--- src/verilog/ptpfs_map.vh ---
// register map, field positions, reset values and codes of the pin
// function select and write lock block
// assumes byte addressing on a 12-bit register port, 32-bit data
`ifndef PTPFS_MAP_VH
`define PTPFS_MAP_VH

// register port
`define PTPFS_ADDR_W        12
`define PTPFS_DATA_W        32

// register offsets
`define PTPFS_OFS_PORT2     12'h038
`define PTPFS_OFS_PORT3     12'h03C
`define PTPFS_OFS_PORT4     12'h040
`define PTPFS_OFS_UNLOCK    12'h100

// function register fields
`define PTPFS_MULTI_LSB     0
`define PTPFS_MULTI_MSB     7
`define PTPFS_ALT_LSB       8
`define PTPFS_ALT_MSB       15
`define PTPFS_SCHMITT_LSB   16
`define PTPFS_SCHMITT_MSB   23
`define PTPFS_FN_W          24

// reset values, stored 24-bit part only
`define PTPFS_RST_PORT2     24'h000000
`define PTPFS_RST_PORT3     24'h000000
`define PTPFS_RST_PORT4     24'h0000C0

// unlock register
`define PTPFS_CODE_LSB      0
`define PTPFS_CODE_MSB      7
`define PTPFS_DIS_BIT       0
`define PTPFS_CODE_FIRST    8'h59
`define PTPFS_CODE_SECOND   8'h16
`define PTPFS_CODE_THIRD    8'h88

// guarded system registers, full addresses
`define PTPFS_GA_RESET_CTL  32'h5000_0008
`define PTPFS_GA_BROWNOUT   32'h5000_0018
`define PTPFS_GA_POR_CTL    32'h5000_0024
`define PTPFS_GA_POWER_CTL  32'h5000_0200
`define PTPFS_GA_PCLK_EN    32'h5000_0208
`define PTPFS_GA_CLK_SEL0   32'h5000_0210
`define PTPFS_GA_CLOCK_SELECT_ONE   32'h5000_0214
`define PTPFS_GA_FLASH_PRG  32'h5000_C000
`define PTPFS_GA_WATCHDOG   32'h4000_4000
`define PTPFS_GA_FLASH_ACC  32'h5000_C018

// guarded bits inside each register: all, part or none
`define PTPFS_GM_ALL        32'hFFFF_FFFF
`define PTPFS_GM_POWER_CTL  32'hFFFF_FFBF
`define PTPFS_GM_PCLK_EN    32'h0000_0001
`define PTPFS_GM_CLOCK_SELECT_ONE   32'h0000_0003
`define PTPFS_GM_NONE       32'h0000_0000

// unlock sequencer states
`define PTPFS_ST_IDLE       2'h0
`define PTPFS_ST_FIRST      2'h1
`define PTPFS_ST_SECOND     2'h2

`endif

--- src/verilog/ptpfs_pin_mux.v ---
// pin function select for ports 2, 3, 4 plus the write lock sequencer
// assumes one clock, synchronous inputs, a register port with read data
// one cycle after the read strobe, and a system write port to filter
`timescale 1ns/10ps
`include "ptpfs_map.vh"

module ptpfs_pin_mux (
  // clock and reset
  input  wire        clock,
  input  wire        reset_n,
  input  wire        clkEn,
  // register port
  input  wire [11:0] regAddr,
  input  wire [31:0] regWrData,
  input  wire        regWr,
  input  wire        regRd,
  output reg  [31:0] regRdData,
  // system write port to the guarded registers
  input  wire        sysWrReq,
  input  wire [31:0] sysWrAddr,
  output reg         sysWrGo,
  output reg  [31:0] sysWrBitEn,
  output reg         writeLockOn,
  // port 2 selections
  output reg  [7:0]  port2GpioSel,
  output reg  [7:0]  port2BusAddrSel,
  output reg  [7:0]  port2PwmSel,
  output reg  [7:0]  port2Reserved,
  output reg  [7:0]  port2SchmittEn,
  // port 3 selections
  output reg  [7:0]  port3GpioSel,
  output reg         uart0RxSel,
  output reg         uart0TxSel,
  output reg         extInt0Sel,
  output reg         extInt1Sel,
  output reg         busClockSel,
  output reg         timer0PinSel,
  output reg         i2cDataSel,
  output reg         timer1PinSel,
  output reg         i2cClockSel,
  output reg         busWriteSel,
  output reg         clockDriverSel,
  output reg         busReadSel,
  output reg  [7:0]  port3Reserved,
  output reg  [7:0]  port3SchmittEn,
  // port 4 selections
  output reg  [7:0]  port4GpioSel,
  output reg  [3:0]  port4PwmSel,
  output reg         busChipSelSel,
  output reg         busLatchSel,
  output reg         debugClockSel,
  output reg  [7:0]  port4Reserved,
  output reg  [7:0]  port4SchmittEn
);

  ////////////////////////////////////////////////////////////////////////
  // helpers

  // pin pair code: {alternate, multi}
  function [1:0] pinCode;
    input [23:0] fn;
    input [2:0]  pin;
    begin
      pinCode = {fn[`PTPFS_ALT_LSB + pin], fn[`PTPFS_MULTI_LSB + pin]};
    end
  endfunction

  // guarded bits of a system address, zero when not guarded
  function [31:0] guardMask;
    input [31:0] addr;
    begin
      case (addr)
        `PTPFS_GA_RESET_CTL: guardMask = `PTPFS_GM_ALL;
        `PTPFS_GA_BROWNOUT:  guardMask = `PTPFS_GM_ALL;
        `PTPFS_GA_POR_CTL:   guardMask = `PTPFS_GM_ALL;
        `PTPFS_GA_POWER_CTL: guardMask = `PTPFS_GM_POWER_CTL;
        `PTPFS_GA_PCLK_EN:   guardMask = `PTPFS_GM_PCLK_EN;
        `PTPFS_GA_CLK_SEL0:  guardMask = `PTPFS_GM_ALL;
        `PTPFS_GA_CLOCK_SELECT_ONE:  guardMask = `PTPFS_GM_CLOCK_SELECT_ONE;
        `PTPFS_GA_FLASH_PRG: guardMask = `PTPFS_GM_ALL;
        `PTPFS_GA_WATCHDOG:  guardMask = `PTPFS_GM_ALL;
        `PTPFS_GA_FLASH_ACC: guardMask = `PTPFS_GM_ALL;
        default:             guardMask = `PTPFS_GM_NONE;
      endcase
    end
  endfunction

  ////////////////////////////////////////////////////////////////////////
  // register file

  // unlock sequencer steps, one per code byte already taken
  localparam [1:0] SEQ_IDLE   = `PTPFS_ST_IDLE;
  localparam [1:0] SEQ_FIRST  = `PTPFS_ST_FIRST;
  localparam [1:0] SEQ_SECOND = `PTPFS_ST_SECOND;

  // only bits 23:0 are stored; bits 31:24 read back as zero
  reg  [23:0] port2Fn_q;
  reg  [23:0] port3Fn_q;
  reg  [23:0] port4Fn_q;
  reg         unlocked_q;
  reg  [1:0]  seqState_q;
  reg  [1:0]  seqState_d;
  reg         unlocked_d;
  reg  [31:0] rdData_d;

  wire        wrPort2  = regWr && (regAddr == `PTPFS_OFS_PORT2);
  wire        wrPort3  = regWr && (regAddr == `PTPFS_OFS_PORT3);
  wire        wrPort4  = regWr && (regAddr == `PTPFS_OFS_PORT4);
  wire        wrUnlock = regWr && (regAddr == `PTPFS_OFS_UNLOCK);
  wire [7:0]  codeByte = regWrData[`PTPFS_CODE_MSB:`PTPFS_CODE_LSB];

  always @(posedge clock or negedge reset_n) begin
    if (!reset_n) begin
      port2Fn_q <= `PTPFS_RST_PORT2;
      port3Fn_q <= `PTPFS_RST_PORT3;
      port4Fn_q <= `PTPFS_RST_PORT4;
    end else if (clkEn) begin
      if (wrPort2) begin
        port2Fn_q <= regWrData[23:0];
      end
      if (wrPort3) begin
        port3Fn_q <= regWrData[23:0];
      end
      if (wrPort4) begin
        port4Fn_q <= regWrData[23:0];
      end
    end
  end

  // read data stands in the cycle after the strobe only
  always @* begin
    rdData_d = 32'h0000_0000;
    if (regRd) begin
      case (regAddr)
        `PTPFS_OFS_PORT2:  rdData_d = {8'h00, port2Fn_q};
        `PTPFS_OFS_PORT3:  rdData_d = {8'h00, port3Fn_q};
        `PTPFS_OFS_PORT4:  rdData_d = {8'h00, port4Fn_q};
        `PTPFS_OFS_UNLOCK: rdData_d = {31'h0, unlocked_q};
        default:           rdData_d = 32'h0000_0000;
      endcase
    end
  end

  always @(posedge clock or negedge reset_n) begin
    if (!reset_n) begin
      regRdData <= 32'h0000_0000;
    end else if (clkEn) begin
      regRdData <= rdData_d;
    end
  end

  ////////////////////////////////////////////////////////////////////////
  // unlock sequencer

  // a write anywhere else, on either port, breaks the sequence
  // reads do not count as writes, so status polls between codes are safe
  wire otherWrite = (regWr && !wrUnlock) || sysWrReq;

  // a wrong byte drops to idle and is not taken as a new first code
  always @* begin
    seqState_d = seqState_q;
    unlocked_d = unlocked_q;
    if (unlocked_q) begin
      seqState_d = SEQ_IDLE;
      if (wrUnlock) begin
        unlocked_d = 1'b0;
      end
    end else if (otherWrite) begin
      seqState_d = SEQ_IDLE;
    end else if (wrUnlock) begin
      case (seqState_q)
        SEQ_IDLE: begin
          if (codeByte == `PTPFS_CODE_FIRST) begin
            seqState_d = SEQ_FIRST;
          end
        end
        SEQ_FIRST: begin
          if (codeByte == `PTPFS_CODE_SECOND) begin
            seqState_d = SEQ_SECOND;
          end else begin
            seqState_d = SEQ_IDLE;
          end
        end
        SEQ_SECOND: begin
          seqState_d = SEQ_IDLE;
          if (codeByte == `PTPFS_CODE_THIRD) begin
            unlocked_d = 1'b1;
          end
        end
        default: begin
          seqState_d = SEQ_IDLE;
        end
      endcase
    end
  end

  // lock state and step freeze together with clkEn
  always @(posedge clock or negedge reset_n) begin
    if (!reset_n) begin
      seqState_q <= SEQ_IDLE;
      unlocked_q <= 1'b0;
    end else if (clkEn) begin
      seqState_q <= seqState_d;
      unlocked_q <= unlocked_d;
    end
  end

  ////////////////////////////////////////////////////////////////////////
  // guarded write filter

  // filter uses the registered lock, so a write beside the last code
  // byte is still treated as locked
  wire [31:0] sysGuard = guardMask(sysWrAddr);

  // lock output mirrors the next lock state, so it lines up with
  // the filter decision of the following cycle
  always @(posedge clock or negedge reset_n) begin
    if (!reset_n) begin
      sysWrGo     <= 1'b0;
      sysWrBitEn  <= 32'h0000_0000;
      writeLockOn <= 1'b1;
    end else if (clkEn) begin
      sysWrGo     <= sysWrReq;
      writeLockOn <= !unlocked_d;
      if (!sysWrReq) begin
        sysWrBitEn <= 32'h0000_0000;
      end else if (unlocked_q) begin
        sysWrBitEn <= `PTPFS_GM_ALL;
      end else begin
        sysWrBitEn <= ~sysGuard;
      end
    end
  end

  ////////////////////////////////////////////////////////////////////////
  // pin function decode

  reg [7:0] p2Gpio_d;
  reg [7:0] p2Bus_d;
  reg [7:0] p2Pwm_d;
  reg [7:0] p2Res_d;
  reg [7:0] p3Gpio_d;
  reg [7:0] p3Res_d;
  reg [7:0] p4Gpio_d;
  reg [7:0] p4Res_d;
  reg [1:0] code;
  integer   i;

  always @* begin
    p2Gpio_d = 8'h00;
    p2Bus_d  = 8'h00;
    p2Pwm_d  = 8'h00;
    p2Res_d  = 8'h00;
    p3Gpio_d = 8'h00;
    p3Res_d  = 8'h00;
    p4Gpio_d = 8'h00;
    p4Res_d  = 8'h00;
    code     = 2'h0;
    for (i = 0; i < 8; i = i + 1) begin
      code = pinCode(port2Fn_q, i[2:0]);
      p2Gpio_d[i] = (code == 2'h0);
      p2Bus_d[i]  = (code == 2'h1);
      p2Pwm_d[i]  = (code == 2'h2);
      p2Res_d[i]  = (code == 2'h3);
      code = pinCode(port3Fn_q, i[2:0]);
      p3Gpio_d[i] = (code == 2'h0);
      // pins 3, 4, 5, 6 use all three codes, others reserve alternate
      if (i == 4 || i == 5 || i == 6) begin
        p3Res_d[i] = (code == 2'h3);
      end else if (i == 3) begin
        p3Res_d[i] = (code == 2'h3);
      end else begin
        p3Res_d[i] = code[1];
      end
      code = pinCode(port4Fn_q, i[2:0]);
      p4Gpio_d[i] = (code == 2'h0);
      p4Res_d[i]  = code[1];
    end
  end

  always @(posedge clock or negedge reset_n) begin
    if (!reset_n) begin
      port2GpioSel    <= 8'hFF;
      port2BusAddrSel <= 8'h00;
      port2PwmSel     <= 8'h00;
      port2Reserved   <= 8'h00;
      port2SchmittEn  <= 8'h00;
      port3GpioSel    <= 8'hFF;
      uart0RxSel      <= 1'b0;
      uart0TxSel      <= 1'b0;
      extInt0Sel      <= 1'b0;
      extInt1Sel      <= 1'b0;
      busClockSel     <= 1'b0;
      timer0PinSel    <= 1'b0;
      i2cDataSel      <= 1'b0;
      timer1PinSel    <= 1'b0;
      i2cClockSel     <= 1'b0;
      busWriteSel     <= 1'b0;
      clockDriverSel  <= 1'b0;
      busReadSel      <= 1'b0;
      port3Reserved   <= 8'h00;
      port3SchmittEn  <= 8'h00;
      port4GpioSel    <= 8'h3F;
      port4PwmSel     <= 4'h0;
      busChipSelSel   <= 1'b0;
      busLatchSel     <= 1'b0;
      debugClockSel   <= 1'b1;
      port4Reserved   <= 8'h00;
      port4SchmittEn  <= 8'h00;
    end else if (clkEn) begin
      port2GpioSel    <= p2Gpio_d;
      port2BusAddrSel <= p2Bus_d;
      port2PwmSel     <= p2Pwm_d;
      port2Reserved   <= p2Res_d;
      port2SchmittEn  <= port2Fn_q[23:16];
      port3GpioSel    <= p3Gpio_d;
      uart0RxSel      <= (pinCode(port3Fn_q, 3'd0) == 2'h1);
      uart0TxSel      <= (pinCode(port3Fn_q, 3'd1) == 2'h1);
      extInt0Sel      <= (pinCode(port3Fn_q, 3'd2) == 2'h1);
      extInt1Sel      <= (pinCode(port3Fn_q, 3'd3) == 2'h1);
      busClockSel     <= (pinCode(port3Fn_q, 3'd3) == 2'h2);
      timer0PinSel    <= (pinCode(port3Fn_q, 3'd4) == 2'h1);
      i2cDataSel      <= (pinCode(port3Fn_q, 3'd4) == 2'h2);
      timer1PinSel    <= (pinCode(port3Fn_q, 3'd5) == 2'h1);
      i2cClockSel     <= (pinCode(port3Fn_q, 3'd5) == 2'h2);
      busWriteSel     <= (pinCode(port3Fn_q, 3'd6) == 2'h1);
      clockDriverSel  <= (pinCode(port3Fn_q, 3'd6) == 2'h2);
      busReadSel      <= (pinCode(port3Fn_q, 3'd7) == 2'h1);
      port3Reserved   <= p3Res_d;
      port3SchmittEn  <= port3Fn_q[23:16];
      port4GpioSel    <= p4Gpio_d;
      port4PwmSel     <= port4Fn_q[3:0] & ~port4Fn_q[11:8];
      busChipSelSel   <= (pinCode(port4Fn_q, 3'd4) == 2'h1);
      busLatchSel     <= (pinCode(port4Fn_q, 3'd5) == 2'h1);
      debugClockSel   <= (pinCode(port4Fn_q, 3'd6) == 2'h1);
      port4Reserved   <= p4Res_d;
      port4SchmittEn  <= port4Fn_q[23:16];
    end
  end

endmodule
--- config.mk ---
export PLATFORM = sky130hd
export DESIGN_NAME = ptpfs_pin_mux
export DESIGN_NICKNAME = d
export VERILOG_FILES = /design/src/verilog/ptpfs_pin_mux.v
export VERILOG_INCLUDE_DIRS = /design/src /design/src/verilog
export SDC_FILE = /design/constraint.sdc
export NUM_CORES = 1
export LEC_CHECK = 0
export BUFFER_PORTS_ARGS = -buffer_cell sky130_fd_sc_hd__buf_2
export CORE_MARGIN = 4
export CORE_UTILIZATION = 30
export CTS_CLUSTER_SIZE = 8
export DETAILED_ROUTE_END_ITERATION = 16
export GPL_TIMING_DRIVEN = 0
export SYNTH_ARGS = -nofsm -noshare
export SYNTH_HDL_FRONTEND = slang
export SYNTH_SLANG_ARGS = --single-unit
--- constraint.sdc ---
create_clock -name clock -period 1.95 [get_ports clock]
set_input_delay 0.39 -clock clock [delete_from_list [all_inputs] [get_ports clock]]
set_output_delay 0.39 -clock clock [all_outputs]
set_load 0.02 [all_outputs]
# Yosys cells after proc, flatten, opt, wreduce, memory -nomap -nowiden
# Cells that the tools add are included.
# classes
reduce_logical,39
bitwise,3
muxes,17
eq_ne,63
# op_table
cell,count
$eq A32 B31 Y1 const B,10
$pmux W32 S4,1
$pmux W24 S4,1
$mux W32,2
$eq A2 B2 Y1 const B,25
$logic_not A2 Y1,25
$eq A2 B1 Y1 const B,20
$not A32 Y32,1
$eq A12 B6 Y1 const B,2
$mux W24,1
$eq A12 B7 Y1 const B,1
$eq A12 B9 Y1 const B,1
$mux W2,5
$eq A8 B5 Y1 const B,1
$eq A8 B7 Y1 const B,1
$eq A8 B8 Y1 const B,1
$reduce_or A7 Y1,1
$mux W1,6
$reduce_and A2 Y1,3
$logic_and A1 B1 Y1,5
$and A4 B4 Y4,1
$ne A4 B4 Y1 const B,1
$not A4 Y4,1
$pmux W2 S2,1
4 further kinds,5
# totals
word_cells,158
regBits,248
inputBits,82
output_inout_bits,173

# Depth between registers and ports, before layout
# logic_depth
word_depth,8
depth_mapped,8
ltp_nobuf,5

# Worst setup path before layout
# OpenSTA, ideal clock, no wires.
# synth_timing
path_kind,input to register
start,input port regAddr[7]
end,register port2Fn_q[10]
path_slack_ns,-0.549
setup_time_ns,0.125
cell_stages,6
path_buffers,2
required_time_ns,1.825
arrival_ns,2.374
path_cell_list,or4_4 -> or4_1 -> buf_4 -> nor3_4 -> buf_6 -> mux2_4
# synth_between
elab_chain_cells,3
# synth_rtl
item,line,source
start: declaration,ptpfs_pin_mux.v:13,"input wire [11:0] regAddr,"
$eq A12 B6 Y1,--,
$logic_and A1 B1 Y1,ptpfs_pin_mux.v:106,wire wrPort2 = regWr && (regAddr == `PTPFS_OFS_PORT2);
$reduce_and A2 Y1 (no source line),--,
end signal: assignment,ptpfs_pin_mux.v:114,port2Fn_q <= `PTPFS_RST_PORT2;
end signal: assignment,ptpfs_pin_mux.v:119,port2Fn_q <= regWrData[23:0];
end: declaration,ptpfs_pin_mux.v:97,reg [23:0] port2Fn_q;
# Every way passes these cells.
# A chain may end at the register's enable or synchronous reset.

# Final worst setup path
# layout_timing
start,input port regAddr[7]
end,register port3Fn_q[14]
# layout_between
elab_chain_cells,3
# layout_rtl
item,line,source
$eq A12 B6 Y1,--,
$logic_and A1 B1 Y1,ptpfs_pin_mux.v:107,wire wrPort3 = regWr && (regAddr == `PTPFS_OFS_PORT3);
$reduce_and A2 Y1 (no source line),--,
end signal: assignment,ptpfs_pin_mux.v:115,port3Fn_q <= `PTPFS_RST_PORT3;
end signal: assignment,ptpfs_pin_mux.v:122,port3Fn_q <= regWrData[23:0];
end: declaration,ptpfs_pin_mux.v:98,reg [23:0] port3Fn_q;
# Every way passes these cells.

==> impl_metrics.ini <==
[cts]
cts_buffers = 30
cts_tree = done
root_buffer = clkbuf_16
clkLatencyLatePin_ns = 0.53
cts_buffer_depth = 3
clock_sinks = 212
h-tree-depth = 1
clk_pin_slew_worst_paths_ns = 0.05

[power_and_ir_drop]
vdd_ir_drop_max_mv = 0.7279
leakagePower_nw = 6.135
p_total_mw = 10.07
p_per_area_nw_per_um2 = 782.1

[hold_path]
hp-class = primary input to flop

[global_routing]
grt_pass1_wl_mm = 44.80
grt_pass1_vias = 7255
grt_start_max_net_pins = 115
antenna_found_initial = 1
grt_overflow = 0
grt_use_total = 0.1697

[route]
drt_first_pass_iters = 4
first_iter_violations = 331
vias = 7038
drt_wl_total_mm = 29.89
via_per_inst = 4.661
wire_per_inst_microns = 19.79
drc_errors = 0
ant_nets = 0

[run]
maxCapViolations = 0

[synthesis]
yosys-top-cells-count = dfrtp_1 (186), mux2_2 (93), inv_1 (79)
syn_avg_cell_area_sq_um = 12.01
synth_cell_type_count = 45
netlist_area_sq_um = 9512
yosysMostFrequentCell = dfrtp_1
synth_area_leaders = dfrtp_1 (49%), mux2_2 (11%), dfstp_2 (7.2%)
synth_edf_count = 0
synth.largest_area_cell = dfrtp_1
syn_inst = 792
ys_warn_count = 0
synth_top_cell_area_share = 0.4893
yosysSeqAreaShare = 0.5612
ys_ff_latch = 212
synthFlopType = dfrtp_1
async_reset_ff_frac = 1.000

[floorplan]
initial_utilization = 0.3077
die_w_microns = 186.1
dieArea_sq_um = 34620
rows = 64
placeableCoreArea_sq_um = 30910
io_pins = 255
die_h_microns = 186.1

[finish]
fill_cells = 2991
fin_util = 0.4167
drive_above_1_share = 0.4919
ff_latch_area_sq_um = 5343
multi_input_area_sq_um = 3791
syn_to_final_growth_pct = 35.41
final_nets = 1170

[placement]
hpwl_mm = 20.64
post-place-ws_ns = -0.9115
io_buffer_count = 236
gp_congestion = 0.7650

[worst_setup_path]
crit_path_end_kind = flop
r2r_start = unlocked_q
rr_worst_depth = 5
cp_max_fo = 6
critPathLaunchType = primary input
critical_path.startpoint = regAddr[7]
worst_ep_required_time_ns = 2.36
ff2ff_setup_slack_ns = 0.14
critPathKind = primary input to flop
endpoint = port3Fn_q[14]
reg2reg_to = sysWrBitEn[0]
cp.arrival_ns = 2.43

[sta]
rsz0062_at_grt = true
tightest_slew_ns = 0.9533
skew_ns = 0.01096
fmax_ghz = 0.4938
worst_hold_slack_ns = 0.1243
final-setup-viol-count = 29
maxSlewViolCount = 0
finalHoldViolations = 0
period_minus_slack_ns = 2.025
fin_crit_sh = 1.038
fin_ws_ns = -0.07503
relSlewSlack = 0.3645

[outcome]
status = finished with violations
violations = negative setup slack
-- metal layers --
metal | GRT usage | up-vias | share of wire
li1 | - | 3305 | -
met1 | 0.2316 | 3489 | 0.45
met2 | 0.2800 | 201 | 0.47
met3 | 0.04006 | 41 | 0.065
met4 | 0.03031 | 2 | 0.016
met5 | 0 | - | 0.00027
-- registers in the layout, indices dropped and copies added, names as in the netlist, 2 cells and up --
signal and flops:
port2PwmSel 8, port2Reserved 8, port2GpioSel 8, port3Fn_q 24, regRdData 24, port3SchmittEn 8
port2SchmittEn 8, port4Reserved 8, seqState_q 2, port4Fn_q 24, port4GpioSel 8, sysWrBitEn 4
port2Fn_q 24, port3GpioSel 8, port2BusAddrSel 8, port4PwmSel 4, port3Reserved 8, port4SchmittEn 8
-- what timing repair did --
action                                  CTS  global route
buffers inserted                         21             4
gates resized for setup                  50            46
gates cloned                              4             1
endpoints found under the setup margin  141            84
hold endpoints to repair                 83             0
hold buffers                              1             0
pin swaps                                 6            16
-- how the worst min path moves through the flow --
stage | startpoint | endpoint | slack [ns] | depth (start not counted)
2_1_floorplan | reset_n | busChipSelSel | 0.09 | 0
3_3_place_gp | debugClockSel | debugClockSel | 0.47 | 2
6_report | regWrData[13] | port4Fn_q[13] | 0.12 | 2
4_1_cts | regWrData[13] | port2Fn_q[13] | 0.09 | 2
3_5_place_dp | reset_n | port2Reserved[1] | 0.47 | 1
5_1_grt | regWrData[14] | port4Fn_q[14] | 0.11 | 2
-- critical path, stage by stage --
cell and delay, ns:
buf_6 0.09, or4_4 0.53, or4_4 0.55, buf_6 0.15, nor2_4 0.15, nand2_8 0.11
buf_12 0.17, mux2_4 0.29
-- metrics by stage --
step           std cells  setup TNS [ns]  area, sq um
2_1_floorplan        799          -27.14         9697
3_3_place_gp        1431         -773.00        11370
3_5_place_dp        1432         -118.79        11410
4_1_cts             1511          -4.564        12760
5_1_grt             1508          -2.382        12870
6_report            1510          -1.577        12880
-- power breakdown --
part           total, mW  internal, mW  switching (mW)
Combinational      0.740         0.279           0.461
Sequential          4.47          4.44          0.0337
Clock               4.86          2.95            1.91
Total               10.1          7.66            2.41
-- area by class of cell --
| class | instances | area share |
|---|---|---|
| repair buffers | 264 | 0.1230 |
| well taps | 396 | 0.03847 |
| multi-input cells | 434 | 0.2943 |
| clock buffers | 56 | 0.06751 |
| plain buffers | 67 | 0.03847 |
| flip-flops and latches | 212 | 0.4148 |
| inverters | 79 | 0.02302 |
| diodes | 2 | 0.0003886 |
-- cell families after synthesis --
family	Yosys count	synth area share
other	1	0.0003943
XOR/XNOR	2	0.001842
AND/OR/NAND/NOR	154	0.09182
flip-flops	212	0.5612
multiplexers	157	0.1985
AO/OA/AOI/OAI	113	0.06748
buffers and inverters	153	0.07879
-- cell usage in the layout (no fill, tap or decap), drive strengths merged, types with 26 or more instances in the layout --
| master | n |
|---|---|
| buf | 310 |
| dfrtp | 186 |
| mux2 | 133 |
| inv | 79 |
| clkbuf | 74 |
| nor2 | 57 |
| o21ai | 51 |
| nand3b | 37 |
| dfstp | 26 |
| o22ai | 26 |
Note: power is estimated with default switching activity, not from simulation.
